$ cat config.mk
export PLATFORM = sky130hd
export DESIGN_NAME = queue_status_dma_mode_ctrl
export DESIGN_NICKNAME = d
export VERILOG_FILES = /design/src/rtl/qstat_pkg.sv /design/src/rtl/queue_status_dma_mode_ctrl.sv
export SDC_FILE = /design/constraint.sdc
export NUM_CORES = 1
export LEC_CHECK = 0
export BUFFER_PORTS_ARGS = -buffer_cell sky130_fd_sc_hd__buf_2
export CORE_MARGIN = 5
export CORE_UTILIZATION = 43
export CTS_BUF_LIST = sky130_fd_sc_hd__clkbuf_4 sky130_fd_sc_hd__clkbuf_8 sky130_fd_sc_hd__clkbuf_16
export CTS_CLUSTER_DIAMETER = 40
export DETAILED_ROUTE_END_ITERATION = 10
export PLACE_DENSITY = 0.76
export SLEW_MARGIN = 10
export SYNTH_ARGS = -nofsm -noshare
export SYNTH_HDL_FRONTEND = slang
export SYNTH_SLANG_ARGS = --single-unit
$ cat constraint.sdc
create_clock -name clock_i -period 1.52 [get_ports clock_i]
set_input_delay 0.228 -clock clock_i [delete_from_list [all_inputs] [get_ports clock_i]]
set_output_delay 0.228 -clock clock_i [all_outputs]
set_load 0.01 [all_outputs]
$ cat src/rtl/qstat_pkg.sv
// constants for the buffer chain status and host transfer mode control registers
// assumes a single 100 MHz clock and an Avalon-MM register bus with waitrequest
package qstat_pkg;
  localparam logic [9:0] STATUS_OFS = 10'h01C;
  localparam logic [9:0] DMACTL_OFS = 10'h100;
  localparam logic [9:0] INTST_OFS = 10'h120;
  localparam logic [9:0] INTMSK_OFS = 10'h124;
  localparam int RDY_BIT = 31;
  localparam int PMASK_BIT = 30;
  localparam int MODE_HI = 25;
  localparam int MODE_LO = 24;
  localparam int EOP_BIT = 18;
  localparam int ABOVE_BIT = 17;
  localparam int BELOW_BIT = 16;
  localparam int THR_HI = 14;
  localparam int THR_LO = 8;
  localparam int CNT_HI = 6;
  localparam int RDMODE_BIT = 17;
  localparam int WRMODE_BIT = 16;
  localparam int TADDR_HI = 9;
  localparam int NUM_EVT = 3;
  localparam logic [1:0] MODE_FIRST = 2'h0;
  localparam logic [1:0] MODE_ABOVE = 2'h1;
  localparam logic [1:0] MODE_LAST_PACKET_END_VALUE = 2'h2;
  localparam logic [1:0] MODE_EITHER = 2'h3;
  localparam logic [31:0] RESET_VAL = 32'h00000000;
  localparam logic [31:0] UNMAPPED_VAL = 32'h00000000;
endpackage

$ cat src/rtl/queue_status_dma_mode_ctrl.sv
// buffer chain status and host transfer mode control register bank
// assumes chain state inputs come from logic on clock_i; pause comes from a pin
//
// Added by the designer: register access over Avalon-MM.
`timescale 1ns/1ns
module queue_status_dma_mode_ctrl
  import qstat_pkg::*;
#(
  parameter bit STATIC_CHAIN = 1'b0,
  parameter int CNT_W = 7,
  parameter int PTR_W = 7,
  parameter int ADDR_W = 10
)
(
  // clock and reset
  input wire logic clock_i,
  input wire logic rst_i,
  // avalon-mm slave
  input wire logic [ADDR_W-1:0] address_i,
  input wire logic read_i,
  input wire logic write_i,
  input wire logic [31:0] writedata_i,
  output logic [31:0] readdata_o,
  output logic waitrequest_o,
  // chain state
  input wire logic [CNT_W-1:0] block_count_i,
  input wire logic [PTR_W-1:0] first_ptr_i,
  input wire logic [PTR_W-1:0] last_packet_end_value_i,
  input wire logic packet_end_marker_i,
  input wire logic pause_i,
  // transfer routing
  output logic dma_read_mode_o,
  output logic dma_write_mode_o,
  output logic [ADDR_W-1:0] dma_target_o,
  output logic chain_data_ready_o,
  // interrupt
  output logic irq_o
);

  initial
  begin
    if (CNT_W != 7 || PTR_W != 7 || ADDR_W != 10)
      $error("widths must match the register layout");
  end

  logic pause_s1_r;
  logic pause_s2_r;
  logic rdy_r;
  logic pmask_r;
  logic [1:0] mode_r;
  logic [CNT_W-1:0] thr_r;
  logic rdmode_r;
  logic wrmode_r;
  logic [ADDR_W-1:0] taddr_r;
  logic [NUM_EVT-1:0] ist_r;
  logic [NUM_EVT-1:0] imsk_r;
  logic ack_r;
  logic [31:0] readdata_r;
  logic above;
  logic below;
  logic rdy_nxt;
  logic cond;
  logic [31:0] status_word;
  logic [31:0] dma_word;
  logic [NUM_EVT-1:0] evt;
  logic rd_take;
  logic wr_take;
  logic [ADDR_W-1:0] wr_target;

  // one-cycle wait on every access keeps read data registered
  assign waitrequest_o = (read_i | write_i) & ~ack_r;
  assign rd_take = read_i & ack_r;
  assign wr_take = write_i & ack_r;

  always_ff @(posedge clock_i or posedge rst_i)
  begin
    if (rst_i)
      ack_r <= 1'b0;
    else
      ack_r <= (read_i | write_i) & ~ack_r;
  end

  // pause is a pin: two stages before use
  always_ff @(posedge clock_i or posedge rst_i)
  begin
    if (rst_i)
    begin
      pause_s1_r <= 1'b0;
      pause_s2_r <= 1'b0;
    end
    else
    begin
      pause_s1_r <= pause_i;
      pause_s2_r <= pause_s1_r;
    end
  end

  // static chains carry no count, so compare flags read zero there
  assign above = !STATIC_CHAIN && (block_count_i > thr_r);
  assign below = !STATIC_CHAIN && (block_count_i < thr_r);

  always_comb
  begin
    unique case (mode_r)
      MODE_FIRST: cond = (first_ptr_i != '0);
      MODE_ABOVE: cond = above;
      MODE_LAST_PACKET_END_VALUE: cond = (last_packet_end_value_i != '0);
      MODE_EITHER: cond = above | (last_packet_end_value_i != '0);
    endcase
  end

  // pause holds the flag where it stands rather than forcing it low
  always_comb
  begin
    rdy_nxt = rdy_r;
    if (!pause_s2_r || pmask_r)
      rdy_nxt = cond;
    if (wr_take && address_i == STATUS_OFS && !writedata_i[RDY_BIT] && !cond)
      rdy_nxt = 1'b0;
  end

  always_ff @(posedge clock_i or posedge rst_i)
  begin
    if (rst_i)
      rdy_r <= 1'b0;
    else
      rdy_r <= rdy_nxt;
  end

  always_ff @(posedge clock_i or posedge rst_i)
  begin
    if (rst_i)
    begin
      pmask_r <= 1'b0;
      mode_r <= MODE_FIRST;
      thr_r <= '0;
    end
    else if (wr_take && address_i == STATUS_OFS)
    begin
      pmask_r <= writedata_i[PMASK_BIT];
      if (!STATIC_CHAIN)
      begin
        mode_r <= writedata_i[MODE_HI:MODE_LO];
        thr_r <= writedata_i[THR_HI:THR_LO];
      end
    end
  end

  always_comb
  begin
    status_word = RESET_VAL;
    status_word[RDY_BIT] = rdy_r;
    status_word[PMASK_BIT] = pmask_r;
    if (!STATIC_CHAIN)
    begin
      status_word[MODE_HI:MODE_LO] = mode_r;
      status_word[EOP_BIT] = packet_end_marker_i;
      status_word[ABOVE_BIT] = above;
      status_word[BELOW_BIT] = below;
      status_word[THR_HI:THR_LO] = thr_r;
      status_word[CNT_HI:0] = block_count_i;
    end
  end

  // a write loads read mode but can only raise write mode; only a read ends it
  always_ff @(posedge clock_i or posedge rst_i)
  begin
    if (rst_i)
    begin
      rdmode_r <= 1'b0;
      wrmode_r <= 1'b0;
      taddr_r <= '0;
    end
    else if (wr_take && address_i == DMACTL_OFS)
    begin
      rdmode_r <= writedata_i[RDMODE_BIT];
      wrmode_r <= wrmode_r | writedata_i[WRMODE_BIT];
      taddr_r <= writedata_i[TADDR_HI:0];
    end
    else if (rd_take && address_i == DMACTL_OFS)
      wrmode_r <= 1'b0;
  end

  always_comb
  begin
    dma_word = RESET_VAL;
    dma_word[RDMODE_BIT] = rdmode_r;
    dma_word[WRMODE_BIT] = wrmode_r;
    dma_word[TADDR_HI:0] = taddr_r;
  end

  assign dma_read_mode_o = rdmode_r;
  assign dma_write_mode_o = wrmode_r;
  assign dma_target_o = taddr_r;
  assign wr_target = writedata_i[TADDR_HI:0];
  assign chain_data_ready_o = rdy_r;

  // events: data-ready rise, above rise, below rise
  logic above_d_r;
  logic below_d_r;
  assign evt = {below & ~below_d_r, above & ~above_d_r, rdy_nxt & ~rdy_r};
  always_ff @(posedge clock_i or posedge rst_i)
  begin
    if (rst_i)
    begin
      above_d_r <= 1'b0;
      below_d_r <= 1'b0;
    end
    else
    begin
      above_d_r <= above;
      below_d_r <= below;
    end
  end

  genvar gi;
  generate
    for (gi = 0; gi < NUM_EVT; gi++)
    begin : g_ist
      // set wins over a simultaneous write-one clear
      always_ff @(posedge clock_i or posedge rst_i)
      begin
        if (rst_i)
          ist_r[gi] <= 1'b0;
        else if (evt[gi])
          ist_r[gi] <= 1'b1;
        else if (wr_take && address_i == INTST_OFS && writedata_i[gi])
          ist_r[gi] <= 1'b0;
      end
    end
  endgenerate

  always_ff @(posedge clock_i or posedge rst_i)
  begin
    if (rst_i)
      imsk_r <= '0;
    else if (wr_take && address_i == INTMSK_OFS)
      imsk_r <= writedata_i[NUM_EVT-1:0];
  end

  assign irq_o = |(ist_r & imsk_r);

  always_ff @(posedge clock_i or posedge rst_i)
  begin
    if (rst_i)
      readdata_r <= RESET_VAL;
    else if (read_i && !ack_r)
    begin
      unique case (address_i)
        STATUS_OFS: readdata_r <= status_word;
        DMACTL_OFS: readdata_r <= dma_word;
        INTST_OFS: readdata_r <= {{(32-NUM_EVT){1'b0}}, ist_r};
        INTMSK_OFS: readdata_r <= {{(32-NUM_EVT){1'b0}}, imsk_r};
        default: readdata_r <= UNMAPPED_VAL;
      endcase
    end
  end

  assign readdata_o = readdata_r;

  property p_above;
    @(posedge clock_i) disable iff (rst_i)
      (!STATIC_CHAIN && block_count_i > thr_r)
        |-> status_word[ABOVE_BIT] && !status_word[BELOW_BIT];
  endproperty
  a_above: assert property (p_above) else $error("above flag wrong");

  property p_below;
    @(posedge clock_i) disable iff (rst_i)
      (!STATIC_CHAIN && block_count_i < thr_r)
        |-> status_word[BELOW_BIT] && !status_word[ABOVE_BIT];
  endproperty
  a_below: assert property (p_below) else $error("below flag wrong");

  property p_equal;
    @(posedge clock_i) disable iff (rst_i)
      (block_count_i == thr_r) |-> !above && !below;
  endproperty
  a_equal: assert property (p_equal) else $error("equal count raised a flag");

  property p_pause;
    @(posedge clock_i) disable iff (rst_i)
      (pause_s2_r && !pmask_r && !rdy_r && !wr_take) |=> !rdy_r;
  endproperty
  a_pause: assert property (p_pause) else $error("ready set during pause");

  property p_mode0;
    @(posedge clock_i) disable iff (rst_i)
      (!pause_s2_r && mode_r == MODE_FIRST && first_ptr_i != '0) |=> rdy_r;
  endproperty
  a_mode0: assert property (p_mode0) else $error("mode 00 ready missing");

  property p_rdhold;
    @(posedge clock_i) disable iff (rst_i)
      (rdmode_r && !(wr_take && address_i == DMACTL_OFS)) |=> rdmode_r;
  endproperty
  a_rdhold: assert property (p_rdhold) else $error("read mode dropped");

  property p_wrend;
    @(posedge clock_i) disable iff (rst_i)
      (rd_take && address_i == DMACTL_OFS) |=> !wrmode_r;
  endproperty
  a_wrend: assert property (p_wrend) else $error("write mode not ended");

  property p_target;
    @(posedge clock_i) disable iff (rst_i)
      (wr_take && address_i == DMACTL_OFS) |=> dma_target_o == $past(wr_target);
  endproperty
  a_target: assert property (p_target) else $error("target address wrong");

  property p_count;
    @(posedge clock_i) disable iff (rst_i)
      !STATIC_CHAIN |-> status_word[CNT_HI:0] == block_count_i;
  endproperty
  a_count: assert property (p_count) else $error("count field wrong");

  property p_wrhold;
    @(posedge clock_i) disable iff (rst_i)
      (wrmode_r && !(rd_take && address_i == DMACTL_OFS)) |=> wrmode_r;
  endproperty
  a_wrhold: assert property (p_wrhold) else $error("write mode dropped");

  property p_mode1;
    @(posedge clock_i) disable iff (rst_i)
      (!pause_s2_r && mode_r == MODE_ABOVE && above) |=> rdy_r;
  endproperty
  a_mode1: assert property (p_mode1) else $error("mode 01 ready missing");

  property p_static;
    @(posedge clock_i) disable iff (rst_i)
      STATIC_CHAIN |-> mode_r == MODE_FIRST && thr_r == '0 && !status_word[EOP_BIT]
        && !status_word[ABOVE_BIT] && !status_word[BELOW_BIT] && status_word[CNT_HI:0] == '0;
  endproperty
  a_static: assert property (p_static) else $error("static chain field live");

  property p_setwins;
    @(posedge clock_i) disable iff (rst_i)
      (evt[0] && wr_take && address_i == INTST_OFS) |=> ist_r[0];
  endproperty
  a_setwins: assert property (p_setwins) else $error("clear beat a ready event");

  c_rdmode: cover property (@(posedge clock_i) disable iff (rst_i) $rose(rdmode_r));
  c_wrmode: cover property (@(posedge clock_i) disable iff (rst_i) $fell(wrmode_r));
  c_ready: cover property (@(posedge clock_i) disable iff (rst_i) $rose(rdy_r));
  c_irq: cover property (@(posedge clock_i) disable iff (rst_i) $rose(irq_o));

endmodule

==> out/qor.yml <==
outcome:
  status: "completed"
route:
  routedWlPerCell_um: 15.52
  postRouteAntennaNets: 0
  detail_route.first_pass.iterations: 7
  postRouteWirelength_um: 6920
  drc: 0
  drt_iter0_markers: 61
  vias: 2333
  via_per_inst: 5.231
clocking:
  clock_path_buffers: 2
  cts_root_buffer: "sky130_fd_sc_hd__clkbuf_8"
  clkSinkCount: 56
  clkSlewWorstSetupHoldPaths_ps: 100
  clock_buffer_count_from_cts: 5
  clkLatencyLatePin_ps: 300
  htree_num_levels: 2
  cts_tree: "done"
layout:
  area_growth_pct: 36.55
  final_area_mm2: 0.003702
  insertedDiodeCount: 0
  num-nets-final: 445
  final_layout_size_suffix_gt1_frac: 0.4824
run:
  cap_violations: 0
synth:
  share_of_async_settable_or_async_resettable_flops_after_synthesis: 1.000
  ys_dominant_reg_cell: "sky130_fd_sc_hd__dfrtp_1"
  synth_top_area_frac: 0.5168
  edff_count_synth: 0
  netlist_instances: 244
  syn_avg_cell_area_um2: 11.11
  netlist-cell-type-count: 45
  synthDominantAreaCellType: "sky130_fd_sc_hd__dfrtp_1"
  syn_area_mm2: 0.002711
  flops_latches_synth: 56
  yosys_warnings: 0
  yosysSeqAreaShare: 0.5168
  netlist_top_cells_area: "sky130_fd_sc_hd__dfrtp_1 52%, sky130_fd_sc_hd__mux2_2 5.8%, sky130_fd_sc_hd__mux2_1 4.2%, sky130_fd_sc_hd__ha_1 3.2%, sky130_fd_sc_hd__buf_4 3.0%"
critical_path:
  worst_path_dominant_cell_family: "compound AO/OA/AOI/OAI gates"
  worstPathCellList: "inv_2 > ha_4 > nand4_1 > a21oi_2 > buf_6 > o211ai_1 > a32oi_1"
  worst_setup_path_start_kind: "register"
  timing.critical_path.to_type: "register"
  cp_slowest_cell: "sky130_fd_sc_hd__dfrtp_1"
  crit_type: "reg2reg"
  arrival_ps: 1730
  cp_num_buf_inv: 2
  critical_path.max_stage_delay_ps: 380
  maximum_fanout_encountered_on_the_critical_timing_path: 6
  cp.required_ps: 1740
timing:
  final.setup.worst_slack_ps: 3.893
  layout_worst_path_cycle_share: 0.9974
  timing.final.hold_violations: 0
  setup_tns_ps: 0
  clock_skew_ps: 6.996
  finalWorstPathRequiredPeriod_ps: 1516
  fmax_mhz: 659.6
  timing.final.max_slew_violations: 0
  setup_viols_final: 0
  rsz0062_at_grt: "true"
floorplan:
  dieHeight_um: 89.41
  placement_row_count: 29
  die_x_um: 89.41
  initial_standard_cell_utilization_of_the_core: 0.4344
  floorplan.core_area_mm2: 0.006241
  fp.dieArea_mm2: 0.007993
  io_pins: 116
global_route:
  gr-total-overflow: 0
  grtUsageTotal: 0.1818
  grt_antenna_before_repair: 0
  grt_pass1_wl_um: 11100
  pin_count_of_the_biggest_net_entering_global_routing: 57
  via_count_of_the_first_global_routing_pass: 2341
power_and_ir_drop:
  post_route_total_power_w: 0.002823
  sw_frac: 0.2565
  power.clock.fraction: 0.291
  power-per-cell-area_mw_per_mm2: 762.5
  power_report.internal_total_w: 0.002099
  p_switching_w: 0.0007241
  leakage_nw: 1.877
  comb_power_share: 0.152
  max-vdd-ir-drop_uv: 487.6
  power_frac_seq: 0.557
place:
  gp_congestion: 0.8997
  detailed_place_hpwl_um: 5476
  port_buffers: 94
  detailedPlace.worstSlack_ps: -293.3
  dpl-instance-area_mm2: 0.003453
worst_hold_path:
  hold_path_class: "in2reg"
cells by family after synthesis:
family          share of synthesized area
compound gates                     0.1288
other cells                      0.001383
buf+inv                           0.05907
fa+ha+maj                         0.03230
mux                                0.1108
flops                              0.5168
simple gates                       0.1509
path summary, 6_finish.rpt:
kind	cells past startpoint	start	endpoint	slack (ps)
max reg2reg	7	thr_r[5]$_DFFE_PP0P_	chain_data_ready_o$_DFF_PP0_	4
min reg2reg	0	pause_s1_r$_DFF_PP0_	pause_s2_r$_DFF_PP0_	380
max	7	thr_r[5]$_DFFE_PP0P_	chain_data_ready_o$_DFF_PP0_	4
min	1	pause_i	pause_s1_r$_DFF_PP0_	30
max in group asynchronous	4	rst_i	above_d_r$_DFF_PP0_	730
min in group asynchronous	4	rst_i	dma_target_o[5]$_DFFE_PP0P_	530
synthesized netlist by cell type (3+ instances only):
library cell / instances
sky130_fd_sc_hd__dfrtp_1: 56
sky130_fd_sc_hd__nor2_1: 21
sky130_fd_sc_hd__nand2_1: 18
sky130_fd_sc_hd__mux2_2: 14
sky130_fd_sc_hd__inv_1: 12
sky130_fd_sc_hd__buf_4: 11
sky130_fd_sc_hd__mux2_1: 10
sky130_fd_sc_hd__ha_1: 7
sky130_fd_sc_hd__nand3_1: 7
sky130_fd_sc_hd__nor3_1: 7
sky130_fd_sc_hd__o21ai_0: 7
sky130_fd_sc_hd__o31ai_1: 7
sky130_fd_sc_hd__a21oi_1: 6
sky130_fd_sc_hd__a221oi_1: 6
sky130_fd_sc_hd__clkbuf_1: 6
sky130_fd_sc_hd__a22o_1: 4
sky130_fd_sc_hd__a221o_1: 3
sky130_fd_sc_hd__and4b_1: 3
sky130_fd_sc_hd__mux2i_1: 3
sky130_fd_sc_hd__o211ai_1: 3
power groups by stage:
stage / sequential, W / combinational [W] / clock, W
6_report: 0.00157 / 0.000430 / 0.000821
3_3_place_gp: 0.00160 / 0.000399 / 0
4_1_cts: 0.00157 / 0.000431 / 0.000849
3_5_place_dp: 0.00160 / 0.000411 / 0
5_1_grt: 0.00158 / 0.000481 / 0.000914
2_1_floorplan: 0.00162 / 0.000193 / 0
metal layers:
layer | share of wire | track usage | up-vias | routed length (µm)
li1 | - | - | 1111 | -
met1 | 0.41 | 0.2363 | 1130 | 2845
met2 | 0.50 | 0.3041 | 81 | 3467
met3 | 0.068 | 0.02673 | 11 | 470
met4 | 0.020 | 0.07442 | 0 | 136
met5 | 0 | 0 | - | 0
worst register-to-register path, stage by stage, from the launching register on:
cell and delay, ps:
sky130_fd_sc_hd__dfrtp_1 380, sky130_fd_sc_hd__inv_2 70, sky130_fd_sc_hd__ha_4 260, sky130_fd_sc_hd__nand4_1 150
sky130_fd_sc_hd__a21oi_2 150, sky130_fd_sc_hd__buf_6 130, sky130_fd_sc_hd__o211ai_1 80, sky130_fd_sc_hd__a32oi_1 210
final cells by class:
| class | instances | area [µm²] |
|---|---|---|
| sequential | 56 | 1401 |
| fill | 551 | 2539 |
| multi-input combinational | 166 | 1295 |
| tap | 77 | 96.34 |
| clock buffer | 6 | 82.58 |
| timing repair buffer | 128 | 769.5 |
| inverter | 12 | 48.80 |
| clock inverter | 1 | 8.758 |
per-stage QoR:
| stage | util | hold WS [ps] | cells |
|---|---|---|---|
| floorplan | - | 259.4 | 253 |
| global placement | 0.5533 | 323.1 | 428 |
| detailed placement | 0.5533 | 325.5 | 428 |
| CTS | 0.5858 | 18.15 | 441 |
| global route | 0.5932 | 16.72 | 446 |
| finish | 0.5932 | 28.70 | 446 |
flip-flops by register name, summed over array words and instances (netlist names), 2 cells and up:
name,count
imsk_r,3
dma_target_o,10
mode_r,2
readdata_o,22
ist_r,3
thr_r,7
timing repair:
item                                    in CTS  in global routing
endpoints found under the setup margin       7                 16
setup buffers                                5                  5
endpoints found under the hold margin       38                  0
pin swaps                                    4                 11
resized for setup                           13                  3
hold buffers                                 1                  0
cells in the final DEF (no fill, tap or decap), types with 6 or more instances in the layout:
| cell type | Yosys | layout |
|---|---|---|
| sky130_fd_sc_hd__a221oi_1 | 6 | 6 |
| sky130_fd_sc_hd__buf_2 | 2 | 94 |
| sky130_fd_sc_hd__buf_4 | 11 | 29 |
| sky130_fd_sc_hd__clkbuf_8 | 0 | 6 |
| sky130_fd_sc_hd__conb_1 | 1 | 10 |
| sky130_fd_sc_hd__dfrtp_1 | 56 | 56 |
| sky130_fd_sc_hd__inv_1 | 12 | 7 |
| sky130_fd_sc_hd__mux2_2 | 14 | 12 |
| sky130_fd_sc_hd__mux2_4 | 0 | 10 |
| sky130_fd_sc_hd__nand2_1 | 18 | 18 |
| sky130_fd_sc_hd__nand3_1 | 7 | 7 |
| sky130_fd_sc_hd__nor2_1 | 21 | 21 |
| sky130_fd_sc_hd__nor3_1 | 7 | 7 |
| sky130_fd_sc_hd__o21ai_0 | 7 | 6 |
| sky130_fd_sc_hd__o31ai_1 | 7 | 7 |
No activity file was read; power rests on OpenSTA's default activity.
